==> config.mk <==
export PLATFORM = sky130hd
export DESIGN_NAME = pin_function_pullup_control
export DESIGN_NICKNAME = d
export VERILOG_FILES = /design/src/pin_mux_pkg.sv /design/src/pin_function_pullup_control.sv /design/src/pin_pad_ctrl.sv
export SDC_FILE = /design/constraint.sdc
export NUM_CORES = 1
export LEC_CHECK = 0
export BUFFER_PORTS_ARGS = -buffer_cell sky130_fd_sc_hd__buf_2
export CORE_UTILIZATION = 44
export DETAILED_ROUTE_END_ITERATION = 6
export PLACE_DENSITY_LB_ADDON = 0.08
export SYNTH_ARGS = -nofsm -noshare
export SYNTH_HDL_FRONTEND = slang
export SYNTH_SLANG_ARGS = --single-unit
==> constraint.sdc <==
create_clock -name ref_clk_i -period 1.4 [get_ports ref_clk_i]
set_clock_uncertainty 0.05 [all_clocks]
set_input_delay 0.28 -clock ref_clk_i [delete_from_list [all_inputs] [get_ports ref_clk_i]]
set_output_delay 0.28 -clock ref_clk_i [all_outputs]
set_load 0.01 [all_outputs]
==> src/pin_mux_pkg.sv <==
// Package of constants and types for the shared-pin function and pull-up control block
//
// Behaviour
// - Open-drain driving low turns pull-up off
// - Open-drain high keeps pull-up unless register cleared
// - Push-pull output always turns pull-up off
// - Network transmit pin open-drain in network mode, pull-up on at reset
// - Full variant defaults network pins; reduced none
// - Timer pins default to timer channel function
// - Each port pin has independent direction
// - Timer 0 offers serial transmit, timer 1 receive
package pin_mux_pkg;

  // Number of pins handled: 0 net rx, 1 net tx, 2 timer 0, 3 timer 1
  localparam int unsigned NUM_PINS = 4;
  localparam int unsigned PIN_NET_RX = 0;
  localparam int unsigned PIN_NET_TX = 1;
  localparam int unsigned PIN_TMR0 = 2;
  localparam int unsigned PIN_TMR1 = 3;

  // Reset value of the pull-up enable bits (all enabled)
  localparam logic [3:0] PULLUP_RESET = 4'hF;
  // Reset value of the port direction bits (all inputs)
  localparam logic [3:0] PORT_DIR_RESET = 4'h0;

  // Function selection of each pin
  typedef enum logic [1:0] {
    FUNC_NONE,
    FUNC_PERIPH,
    FUNC_ALT,
    FUNC_PORT
  } pin_func_t;

  // Output driver style
  typedef enum logic {
    DRIVE_PUSH_PULL,
    DRIVE_OPEN_DRAIN
  } drive_mode_t;

endpackage : pin_mux_pkg

==> src/pin_function_pullup_control.sv <==
// Top of the shared-pin function select and pull-up control block
`timescale 1ns/1ps
`default_nettype none
module pin_function_pullup_control
  import pin_mux_pkg::*;
#(
  // 1 for full-featured variant, 0 for reduced variant
  parameter bit FULL_VARIANT = 1'b1
) (
  // Clock and reset
  input wire logic ref_clk_i,
  input wire logic srst_i,
  // Function configuration, one select per pin
  input wire logic cfg_write_i,
  input wire logic [1:0] cfg_func_rx_i,
  input wire logic [1:0] cfg_func_tx_i,
  input wire logic [1:0] cfg_func_t0_i,
  input wire logic [1:0] cfg_func_t1_i,
  // Port settings for this group
  input wire logic [3:0] pullup_enable_reg_i,
  input wire logic [3:0] port_dir_i,
  input wire logic [3:0] port_open_drain_i,
  input wire logic [3:0] port_data_i,
  // Controller-network transmit data
  input wire logic net_tx_i,
  // Timer channel outputs
  input wire logic [1:0] tmr_out_i,
  input wire logic [1:0] tmr_oe_i,
  // Serial port transmit data
  input wire logic serial_tx_alt_i,
  // Pad input levels
  input wire logic [3:0] pad_in_i,
  // Pad controls
  output logic [3:0] pad_out_o,
  output logic [3:0] pad_oe_o,
  output logic [3:0] pad_pullup_o,
  // Received data to peripherals
  output logic net_rx_o,
  output logic [1:0] tmr_in_o,
  output logic serial_rx_alt_o,
  output logic [3:0] port_in_o,
  // Current function of each pin, two bits per pin
  output logic [7:0] func_sel_o
);

  // Function select registers
  pin_func_t func_q [NUM_PINS];
  pin_func_t func_d [NUM_PINS];
  // Default for network pins depends on variant
  localparam pin_func_t NET_DEFAULT = FULL_VARIANT ? FUNC_PERIPH : FUNC_NONE;

  // Per-pin drive request
  wire logic [3:0] drv_en;
  wire logic [3:0] drv_val;
  wire logic [3:0] drv_od;
  wire logic [3:0] pu_bit;

  // Next function selects
  assign func_d[PIN_NET_RX] = cfg_write_i ? pin_func_t'(cfg_func_rx_i) : func_q[PIN_NET_RX];
  assign func_d[PIN_NET_TX] = cfg_write_i ? pin_func_t'(cfg_func_tx_i) : func_q[PIN_NET_TX];
  assign func_d[PIN_TMR0] = cfg_write_i ? pin_func_t'(cfg_func_t0_i) : func_q[PIN_TMR0];
  assign func_d[PIN_TMR1] = cfg_write_i ? pin_func_t'(cfg_func_t1_i) : func_q[PIN_TMR1];

  // Function registers
  always_ff @(posedge ref_clk_i) begin
    if (srst_i) begin
      func_q[PIN_NET_RX] <= NET_DEFAULT;
      func_q[PIN_NET_TX] <= NET_DEFAULT;
      func_q[PIN_TMR0] <= FUNC_PERIPH;
      func_q[PIN_TMR1] <= FUNC_PERIPH;
    end else begin
      for (int i = 0; i < NUM_PINS; i++) begin
        func_q[i] <= func_d[i];
      end
    end
  end

  // Network receive pin: only port function drives
  // independent port direction
  assign drv_en[PIN_NET_RX] = (func_q[PIN_NET_RX] == FUNC_PORT) & port_dir_i[PIN_NET_RX];
  assign drv_val[PIN_NET_RX] = port_data_i[PIN_NET_RX];
  assign drv_od[PIN_NET_RX] = port_open_drain_i[PIN_NET_RX];

  assign drv_en[PIN_NET_TX] = (func_q[PIN_NET_TX] == FUNC_PERIPH) |
                              ((func_q[PIN_NET_TX] == FUNC_PORT) & port_dir_i[PIN_NET_TX]);
  assign drv_val[PIN_NET_TX] = (func_q[PIN_NET_TX] == FUNC_PERIPH) ? net_tx_i
                                                                    : port_data_i[PIN_NET_TX];
  assign drv_od[PIN_NET_TX] = (func_q[PIN_NET_TX] == FUNC_PERIPH) ? 1'b1
                                                                   : port_open_drain_i[PIN_NET_TX];

  assign drv_en[PIN_TMR0] = ((func_q[PIN_TMR0] == FUNC_PERIPH) & tmr_oe_i[0]) |
                            (func_q[PIN_TMR0] == FUNC_ALT) |
                            ((func_q[PIN_TMR0] == FUNC_PORT) & port_dir_i[PIN_TMR0]);
  assign drv_val[PIN_TMR0] = (func_q[PIN_TMR0] == FUNC_PERIPH) ? tmr_out_i[0] :
                             (func_q[PIN_TMR0] == FUNC_ALT) ? serial_tx_alt_i
                                                            : port_data_i[PIN_TMR0];
  assign drv_od[PIN_TMR0] = (func_q[PIN_TMR0] == FUNC_PORT) & port_open_drain_i[PIN_TMR0];

  // Timer 1 pin: alternate function is serial receive, never drives
  assign drv_en[PIN_TMR1] = ((func_q[PIN_TMR1] == FUNC_PERIPH) & tmr_oe_i[1]) |
                            ((func_q[PIN_TMR1] == FUNC_PORT) & port_dir_i[PIN_TMR1]);
  assign drv_val[PIN_TMR1] = (func_q[PIN_TMR1] == FUNC_PERIPH) ? tmr_out_i[1]
                                                                : port_data_i[PIN_TMR1];
  assign drv_od[PIN_TMR1] = (func_q[PIN_TMR1] == FUNC_PORT) & port_open_drain_i[PIN_TMR1];

  // Pull-up bits: network transmit in network mode keeps register bit
  assign pu_bit = pullup_enable_reg_i;

  // Pad slices
  for (genvar g = 0; g < NUM_PINS; g++) begin : g_pad
    pin_pad_ctrl u_pad (
      .ref_clk_i(ref_clk_i),
      .srst_i(srst_i),
      .drive_en_i(drv_en[g]),
      .drive_val_i(drv_val[g]),
      .open_drain_i(drv_od[g]),
      .pullup_bit_i(pu_bit[g]),
      .pad_out_o(pad_out_o[g]),
      .pad_oe_o(pad_oe_o[g]),
      .pad_pullup_o(pad_pullup_o[g])
    );
  end

  // Received data routing, idle level high for network and serial receive, low for timer inputs when not selected
  wire logic net_rx_d;
  wire logic [1:0] tmr_in_d;
  wire logic serial_rx_d;
  assign net_rx_d = (func_q[PIN_NET_RX] == FUNC_PERIPH) ? pad_in_i[PIN_NET_RX] : 1'b1;
  assign tmr_in_d[0] = (func_q[PIN_TMR0] == FUNC_PERIPH) ? pad_in_i[PIN_TMR0] : 1'b0;
  assign tmr_in_d[1] = (func_q[PIN_TMR1] == FUNC_PERIPH) ? pad_in_i[PIN_TMR1] : 1'b0;
  assign serial_rx_d = (func_q[PIN_TMR1] == FUNC_ALT) ? pad_in_i[PIN_TMR1] : 1'b1;

  // Registered receive outputs
  always_ff @(posedge ref_clk_i) begin
    if (srst_i) begin
      net_rx_o <= 1'b1;
      tmr_in_o <= 2'h0;
      serial_rx_alt_o <= 1'b1;
      port_in_o <= 4'h0;
      func_sel_o <= 8'h00;
    end else begin
      net_rx_o <= net_rx_d;
      tmr_in_o <= tmr_in_d;
      serial_rx_alt_o <= serial_rx_d;
      port_in_o <= pad_in_i;
      func_sel_o <= {func_q[3], func_q[2], func_q[1], func_q[0]};
    end
  end

  a_timer_default: assert property (@(posedge ref_clk_i)
    srst_i |=> func_q[PIN_TMR0] == FUNC_PERIPH && func_q[PIN_TMR1] == FUNC_PERIPH)
    else $error("timer pin default wrong");
  a_net_default: assert property (@(posedge ref_clk_i)
    srst_i |=> func_q[PIN_NET_TX] == NET_DEFAULT && func_q[PIN_NET_RX] == NET_DEFAULT)
    else $error("network pin default wrong");
  a_net_tx_od: assert property (@(posedge ref_clk_i) disable iff (srst_i)
    func_q[PIN_NET_TX] == FUNC_PERIPH && net_tx_i |=> !pad_oe_o[PIN_NET_TX])
    else $error("network transmit drove high");
  a_port_dir: assert property (@(posedge ref_clk_i) disable iff (srst_i)
    func_q[PIN_NET_RX] == FUNC_PORT && !port_dir_i[PIN_NET_RX] && !cfg_write_i
    |=> !pad_oe_o[PIN_NET_RX])
    else $error("input port pin driven");
  a_serial_rx: assert property (@(posedge ref_clk_i) disable iff (srst_i)
    func_q[PIN_TMR1] == FUNC_ALT |=> serial_rx_alt_o == $past(pad_in_i[PIN_TMR1]))
    else $error("serial receive not routed");
  a_timer_reset: assert property (@(posedge ref_clk_i)
    srst_i |=> pad_pullup_o[PIN_TMR0] && pad_pullup_o[PIN_TMR1] && pad_oe_o == 4'h0)
    else $error("timer pin not input in reset");

  c_serial_tx: cover property (@(posedge ref_clk_i) func_q[PIN_TMR0] == FUNC_ALT && pad_oe_o[2]);
  c_port_mode: cover property (@(posedge ref_clk_i) func_q[PIN_NET_TX] == FUNC_PORT);
  c_net_low: cover property (@(posedge ref_clk_i)
    func_q[PIN_NET_TX] == FUNC_PERIPH && pad_oe_o[1]);

endmodule : pin_function_pullup_control
`default_nettype wire

==> src/pin_pad_ctrl.sv <==
// One pad slice: output enable, output level and pull-up gating
`timescale 1ns/1ps
`default_nettype none
module pin_pad_ctrl
  import pin_mux_pkg::*;
(
  // Clock and reset
  input wire logic ref_clk_i,
  input wire logic srst_i,
  // Requested drive
  input wire logic drive_en_i,
  input wire logic drive_val_i,
  input wire logic open_drain_i,
  input wire logic pullup_bit_i,
  // Pad controls
  output logic pad_out_o,
  output logic pad_oe_o,
  output logic pad_pullup_o
);

  // Pull-up decision, combinational
  wire logic pullup_d;
  // Open-drain pad only drives when low
  wire logic oe_d;

  assign pullup_d = !drive_en_i ? pullup_bit_i :
                    open_drain_i ? (drive_val_i & pullup_bit_i) : 1'b0;
  assign oe_d = drive_en_i & (open_drain_i ? !drive_val_i : 1'b1);

  // Registered pad controls
  always_ff @(posedge ref_clk_i) begin
    if (srst_i) begin
      pad_out_o <= 1'b0;
      pad_oe_o <= 1'b0;
      pad_pullup_o <= 1'b1;
    end else begin
      pad_out_o <= open_drain_i ? 1'b0 : drive_val_i;
      pad_oe_o <= oe_d;
      pad_pullup_o <= pullup_d;
    end
  end

  a_od_low_pullup: assert property (@(posedge ref_clk_i) disable iff (srst_i)
    drive_en_i && open_drain_i && !drive_val_i |=> !pad_pullup_o && pad_oe_o)
    else $error("pull-up on while open-drain low");
  a_od_high_pullup: assert property (@(posedge ref_clk_i) disable iff (srst_i)
    drive_en_i && open_drain_i && drive_val_i
    |=> pad_pullup_o == $past(pullup_bit_i) && !pad_oe_o)
    else $error("open-drain high pull-up wrong");
  a_pp_pullup_off: assert property (@(posedge ref_clk_i) disable iff (srst_i)
    drive_en_i && !open_drain_i
    |=> !pad_pullup_o && pad_oe_o && pad_out_o == $past(drive_val_i))
    else $error("push-pull pull-up not off");
  a_reset_input: assert property (@(posedge ref_clk_i)
    srst_i |=> !pad_oe_o && pad_pullup_o)
    else $error("pad drives after reset");

  c_od_low: cover property (@(posedge ref_clk_i) pad_oe_o && !pad_pullup_o);

endmodule : pin_pad_ctrl
`default_nettype wire

* Yosys cells after proc, flatten, opt, wreduce, memory -nomap -nowiden
Memory sizes are Yosys's and may differ from the RTL's.
Index checks and enable logic that the tools add are counted.
** Storage, ports and cells
- Register bits after elaboration :: 28
- Latch bits :: 0
- Memory bits (writable) :: 8
- Bits in read-only memories :: 0
- Bits of input ports :: 37
- Output and inout bits :: 28
- Logic and storage cells :: 97
- Memories kept :: 1
** Operators by class
- Add/subtract/negate cells :: 0
- Multipliers :: 0
- Div/mod/pow operators :: 0
- Order comparisons :: 0
- Equality and inequality tests :: 10
- Shifts and indexed selects :: 0
- Mux-type cells :: 28
- Bitwise operators :: 28
- Reduce and logical (&&, ||, !) cells :: 12
** Memory list
- func_q :: words 4, width 2, read ports 4, clocked after Yosys merged registers in 0, write ports 4, line pin_function_pullup_control.sv:47 : pin_func_t func_q [NUM_PINS];
** Operators with widths (number)
- two-way mux 1 bit :: 20
- bitwise AND 1 bit :: 16
- two-way mux 2 bit :: 8
- OR reduction 2 bit :: 8
- equality test 2 bit (second input constant) :: 6
- equality test 2 x 1 -> 1 bit (second input constant) :: 4
- bitwise OR 1 bit :: 8
- zero test 1 bit :: 4
- inverter 1 bit :: 4

* Logic depth before layout (Yosys ltp)
- Word-level depth :: 6
- Mapped depth :: 4
- Mapped depth without buffers :: 3

* Modules after synthesis
A second synthesis with hierarchy kept.
** Unflattened totals
- Cell total of the unflattened synthesis :: 108
- Area total of the unflattened synthesis :: 1237.4 um^2
** Modules (own cells, without submodules)
- pin_function_pullup_control :: instances 1, cells an instance 80, area each 882.1 um^2, seq. area each 480.5 um^2
- pin_pad_ctrl :: instances 4, cells an instance 7, area each 88.8 um^2, seq. area each 60.1 um^2

* Worst setup path after synthesis
Ideal clock, no wire load.
- Path type :: register -> register
- From :: memory func_q[2][1] (netlist bit)
- To :: register g_pad[2].u_pad.pad_out_o
- Arrival time :: 1.058 ns
- Path slack :: 0.177 ns
- Stages on the path, launching flop included :: 3
- Period minus slack after synthesis :: 1.223 ns
- Cells stage by stage :: dfxtp_1 -> mux4_1 -> and2_1
** RTL lines
- from (decl) :: line pin_function_pullup_control.sv:47
- to (signal assigned) :: line pin_pad_ctrl.sv:37 : pad_out_o <= open_drain_i ? 1'b0 : drive_val_i;
- to (decl) :: line pin_pad_ctrl.sv:16 : output logic pad_out_o,

==> results.md <==
- Seq cells post-synth: 36
- Gate Count Post-Synth: 121
- Port Buffers: 64
- Post-Syn Area: 0.00127 mm2
- Core area: 0.00276 mm2
- Final min period: 1190 ps
- Status: complete, no violations
- Final wirelength: 2140 um
- Post-synth EDFFs: 0
- Syn Area/Cell: 10.5 um2
- TritonRoute pass-1 iters: 5
- Hold Path Cell Cnt: 2
- Cts repair resizes: 0
- CTS tree: built
- Final antenna-violating net count: 0
- R2R setup slack: 210 ps
- Lkg Pwr: 0.825 nW
- Vias per cell: 4.54
- Routability cong.: 0.729
- Layout area overhead: 26.6%
- Slew @ Worst Pin: 261 ps
- P_sw: 442 uW
- Hold Crit Class: input port to flip-flop
- R2R cell count: 2
- Pwr Total: 1.94 mW
- Clk pwr share: 30.8%
- Worst slack, placed: 130 ps
- Cell internal pwr: 1.49 mW
- Register area share after synthesis: 56.7%
- # DRC: 0
- Worst path cell trace: mux4_1 -> and2_1
- Vias: 954
- RSZ-0062 raised after global routing: no
- Hold_buf cts: 0
- FP Rows: 19
- Total gr overflow: 0
- Startpoint types: flip-flop
- Final hold violation count: 0
- Proportion of layout cells with a drive suffix above 1: 43.6%
- Die W: 55.8 um
- Clock tree buffer depth: 2
- Final net count: 216
- Die H: 55.8 um
- Clock-pin slew on the worst setup and hold paths: 100 ps
- Sw frac: 22.8%
- Final setup TNS: 0 ps
- HP Start: port_open_drain_i[0]
- Synth cell types: 29
- Combinational Power Share: 12.1%
- # diodes: 0
- CTS HTree Levels: 2
- Hold path endpoint: g_pad[0].u_pad.pad_out_o
- Max-slew violations: 0
- Routed WL per cell: 10.2 um
- # placed instances: 203
- Reg2Reg Capture Point: g_pad[2].u_pad.pad_out_o
- Slowest Stage Delay on Critical Path: 530 ps
- IO Count: 65
- Fin crit share: 85.3%
- Largest net degree at the start of global routing: 14
- Crit Reg-Reg Startpoint: func_q[2][1]
- Fmax: 0.837 GHz
- CTS Sinks: 36
- Post-layout util: 58.3%
- Final setup fails: 0
- Total track usage: 15.0%
- Max VDD drop: 0.826 mV
- Post-CTS Setup Inserts: 0
- Post-Layout Cell Count: 210
- PnR worst setup slack: 206 ps
- Worst Path Arrival: 1380 ps
- Post-Syn Nets: 158
- Crit. End Element: flip-flop
- Full die area: 0.00311 mm2
- Max transition margin: 82.6%
- Seq pwr share: 57.2%
- CP max FO: 2
- Crit Path Class: flip-flop to flip-flop
- HPWL after DPL: 1610 um
- Clock Latency Late Sink: 330 ps
- Cell area power density: 1200 mW/mm2
- Initial Util: 46.1%
- Root Buffer: clkbuf_4
- Iter 0 DRT Violations: 16
- Predominant post-synthesis flop cell: dfxtp_1
- Yosys warnings: 0
- Global-route wire length before repair: 3530 um
- Vias in the first global route: 831
- Initial antenna violation count: 0
- Asr flop ratio synth: 0%
- TritonCTS buffer count: 5
- Crit-path slowest cell: mux4_1
- Req. time, crit path: 1590 ps
- Maxcap violations: 0
[cells in the mapped netlist (2+ instances only)]
master | count | area share, %
a21boi_0 | 2 | 1.2
o211ai_1 | 3 | 1.8
nor2b_1 | 11 | 5.4
buf_4 | 12 | 7.1
o22a_1 | 2 | 1.4
a21o_1 | 2 | 1.2
and2_1 | 3 | 1.5
nand2_1 | 8 | 2.4
inv_1 | 3 | 0.89
dfxtp_1 | 36 | 57
o21ai_0 | 2 | 0.79
nand3_1 | 2 | 0.79
buf_2 | 3 | 1.2
mux2i_1 | 6 | 4.7
nor2_1 | 12 | 3.5
[state kept, by name, indices dropped and copies added (netlist names)]
signal and cells:
func_q 8, func_sel_o 8, g_pad.u_pad.pad_oe_o 4, g_pad.u_pad.pad_out_o 4, g_pad.u_pad.pad_pullup_o 4, port_in_o 4
tmr_in_o 2, net_rx_o 1, serial_rx_alt_o 1
[cell type report]
cell class,instances,area [um2]
Clock buffer,7,65.1
Fill cell,277,1150
Inverter,3,11.3
Multi-Input combinational cell,66,430
Sequential cell,36,721
Tap cell,31,38.8
Timing Repair Buffer,67,343
[worst max-delay path by stage]
stage / from / end / cells past startpoint
after floorplan: func_q[2][1] / g_pad[2].u_pad.pad_out_o / 2
after global placement: port_data_i[2] / g_pad[2].u_pad.pad_out_o / 4
after detailed placement: port_data_i[2] / g_pad[2].u_pad.pad_out_o / 4
after CTS: func_q[2][1] / g_pad[2].u_pad.pad_out_o / 2
after global routing: func_q[2][1] / g_pad[2].u_pad.pad_out_o / 2
final: func_q[2][1] / g_pad[2].u_pad.pad_out_o / 2
[worst max-delay path, delay by kind of cell (launching register included)]
kind,cells,cell delay (ps)
DFF,1,360
muxes,1,530
and+or+nand+nor,1,160
[power by group through the flow]
stage | Sequential, mW | Combinational, mW | Clock (mW)
finish | 1.11 | 0.234 | 0.596
CTS | 1.11 | 0.238 | 0.614
detailed placement | 1.13 | 0.238 | 0
global route | 1.11 | 0.262 | 0.673
global placement | 1.13 | 0.235 | 0
floorplan | 1.14 | 0.140 | 0
[through the flow]
stage | hold slack [ps] | instance area, um2
after floorplan | 306 | 1270
after global placement | 397 | 1540
after detailed placement | 407 | 1540
after CTS | 41.2 | 1610
after global routing | 42.7 | 1610
final | 47.5 | 1610
[layout by cell type, fill, tap and decap left out, types with 3 or more instances in the layout]
cell type  netlist  routed
buf_4           12       3
mux2i_1          6       6
clkbuf_4         0       5
buf_2            3      64
inv_1            3       3
and2_1           3       3
nand2_1          8       8
o211ai_1         3       3
nor2_1          12      12
dfxtp_1         36      36
nor2b_1         11      11
[cells by family (layout without fill, tap and decap cells)]
logic type,after synthesis,in the layout,synth area share (%)
simple gates,43,43,17.8
flops,36,36,56.7
mux,7,7,6.79
compound gates,16,16,9.25
buf+inv,19,77,9.45
[routing by layer]
layer,share of wire (%),up-vias,GRT usage [%]
li1,-,502,-
met1,44,409,17.7
met2,46,38,22.5
met3,8.1,5,8.14
met4,1.9,0,6.43
met5,0,-,0
Power figures use the tool's default switching activity.
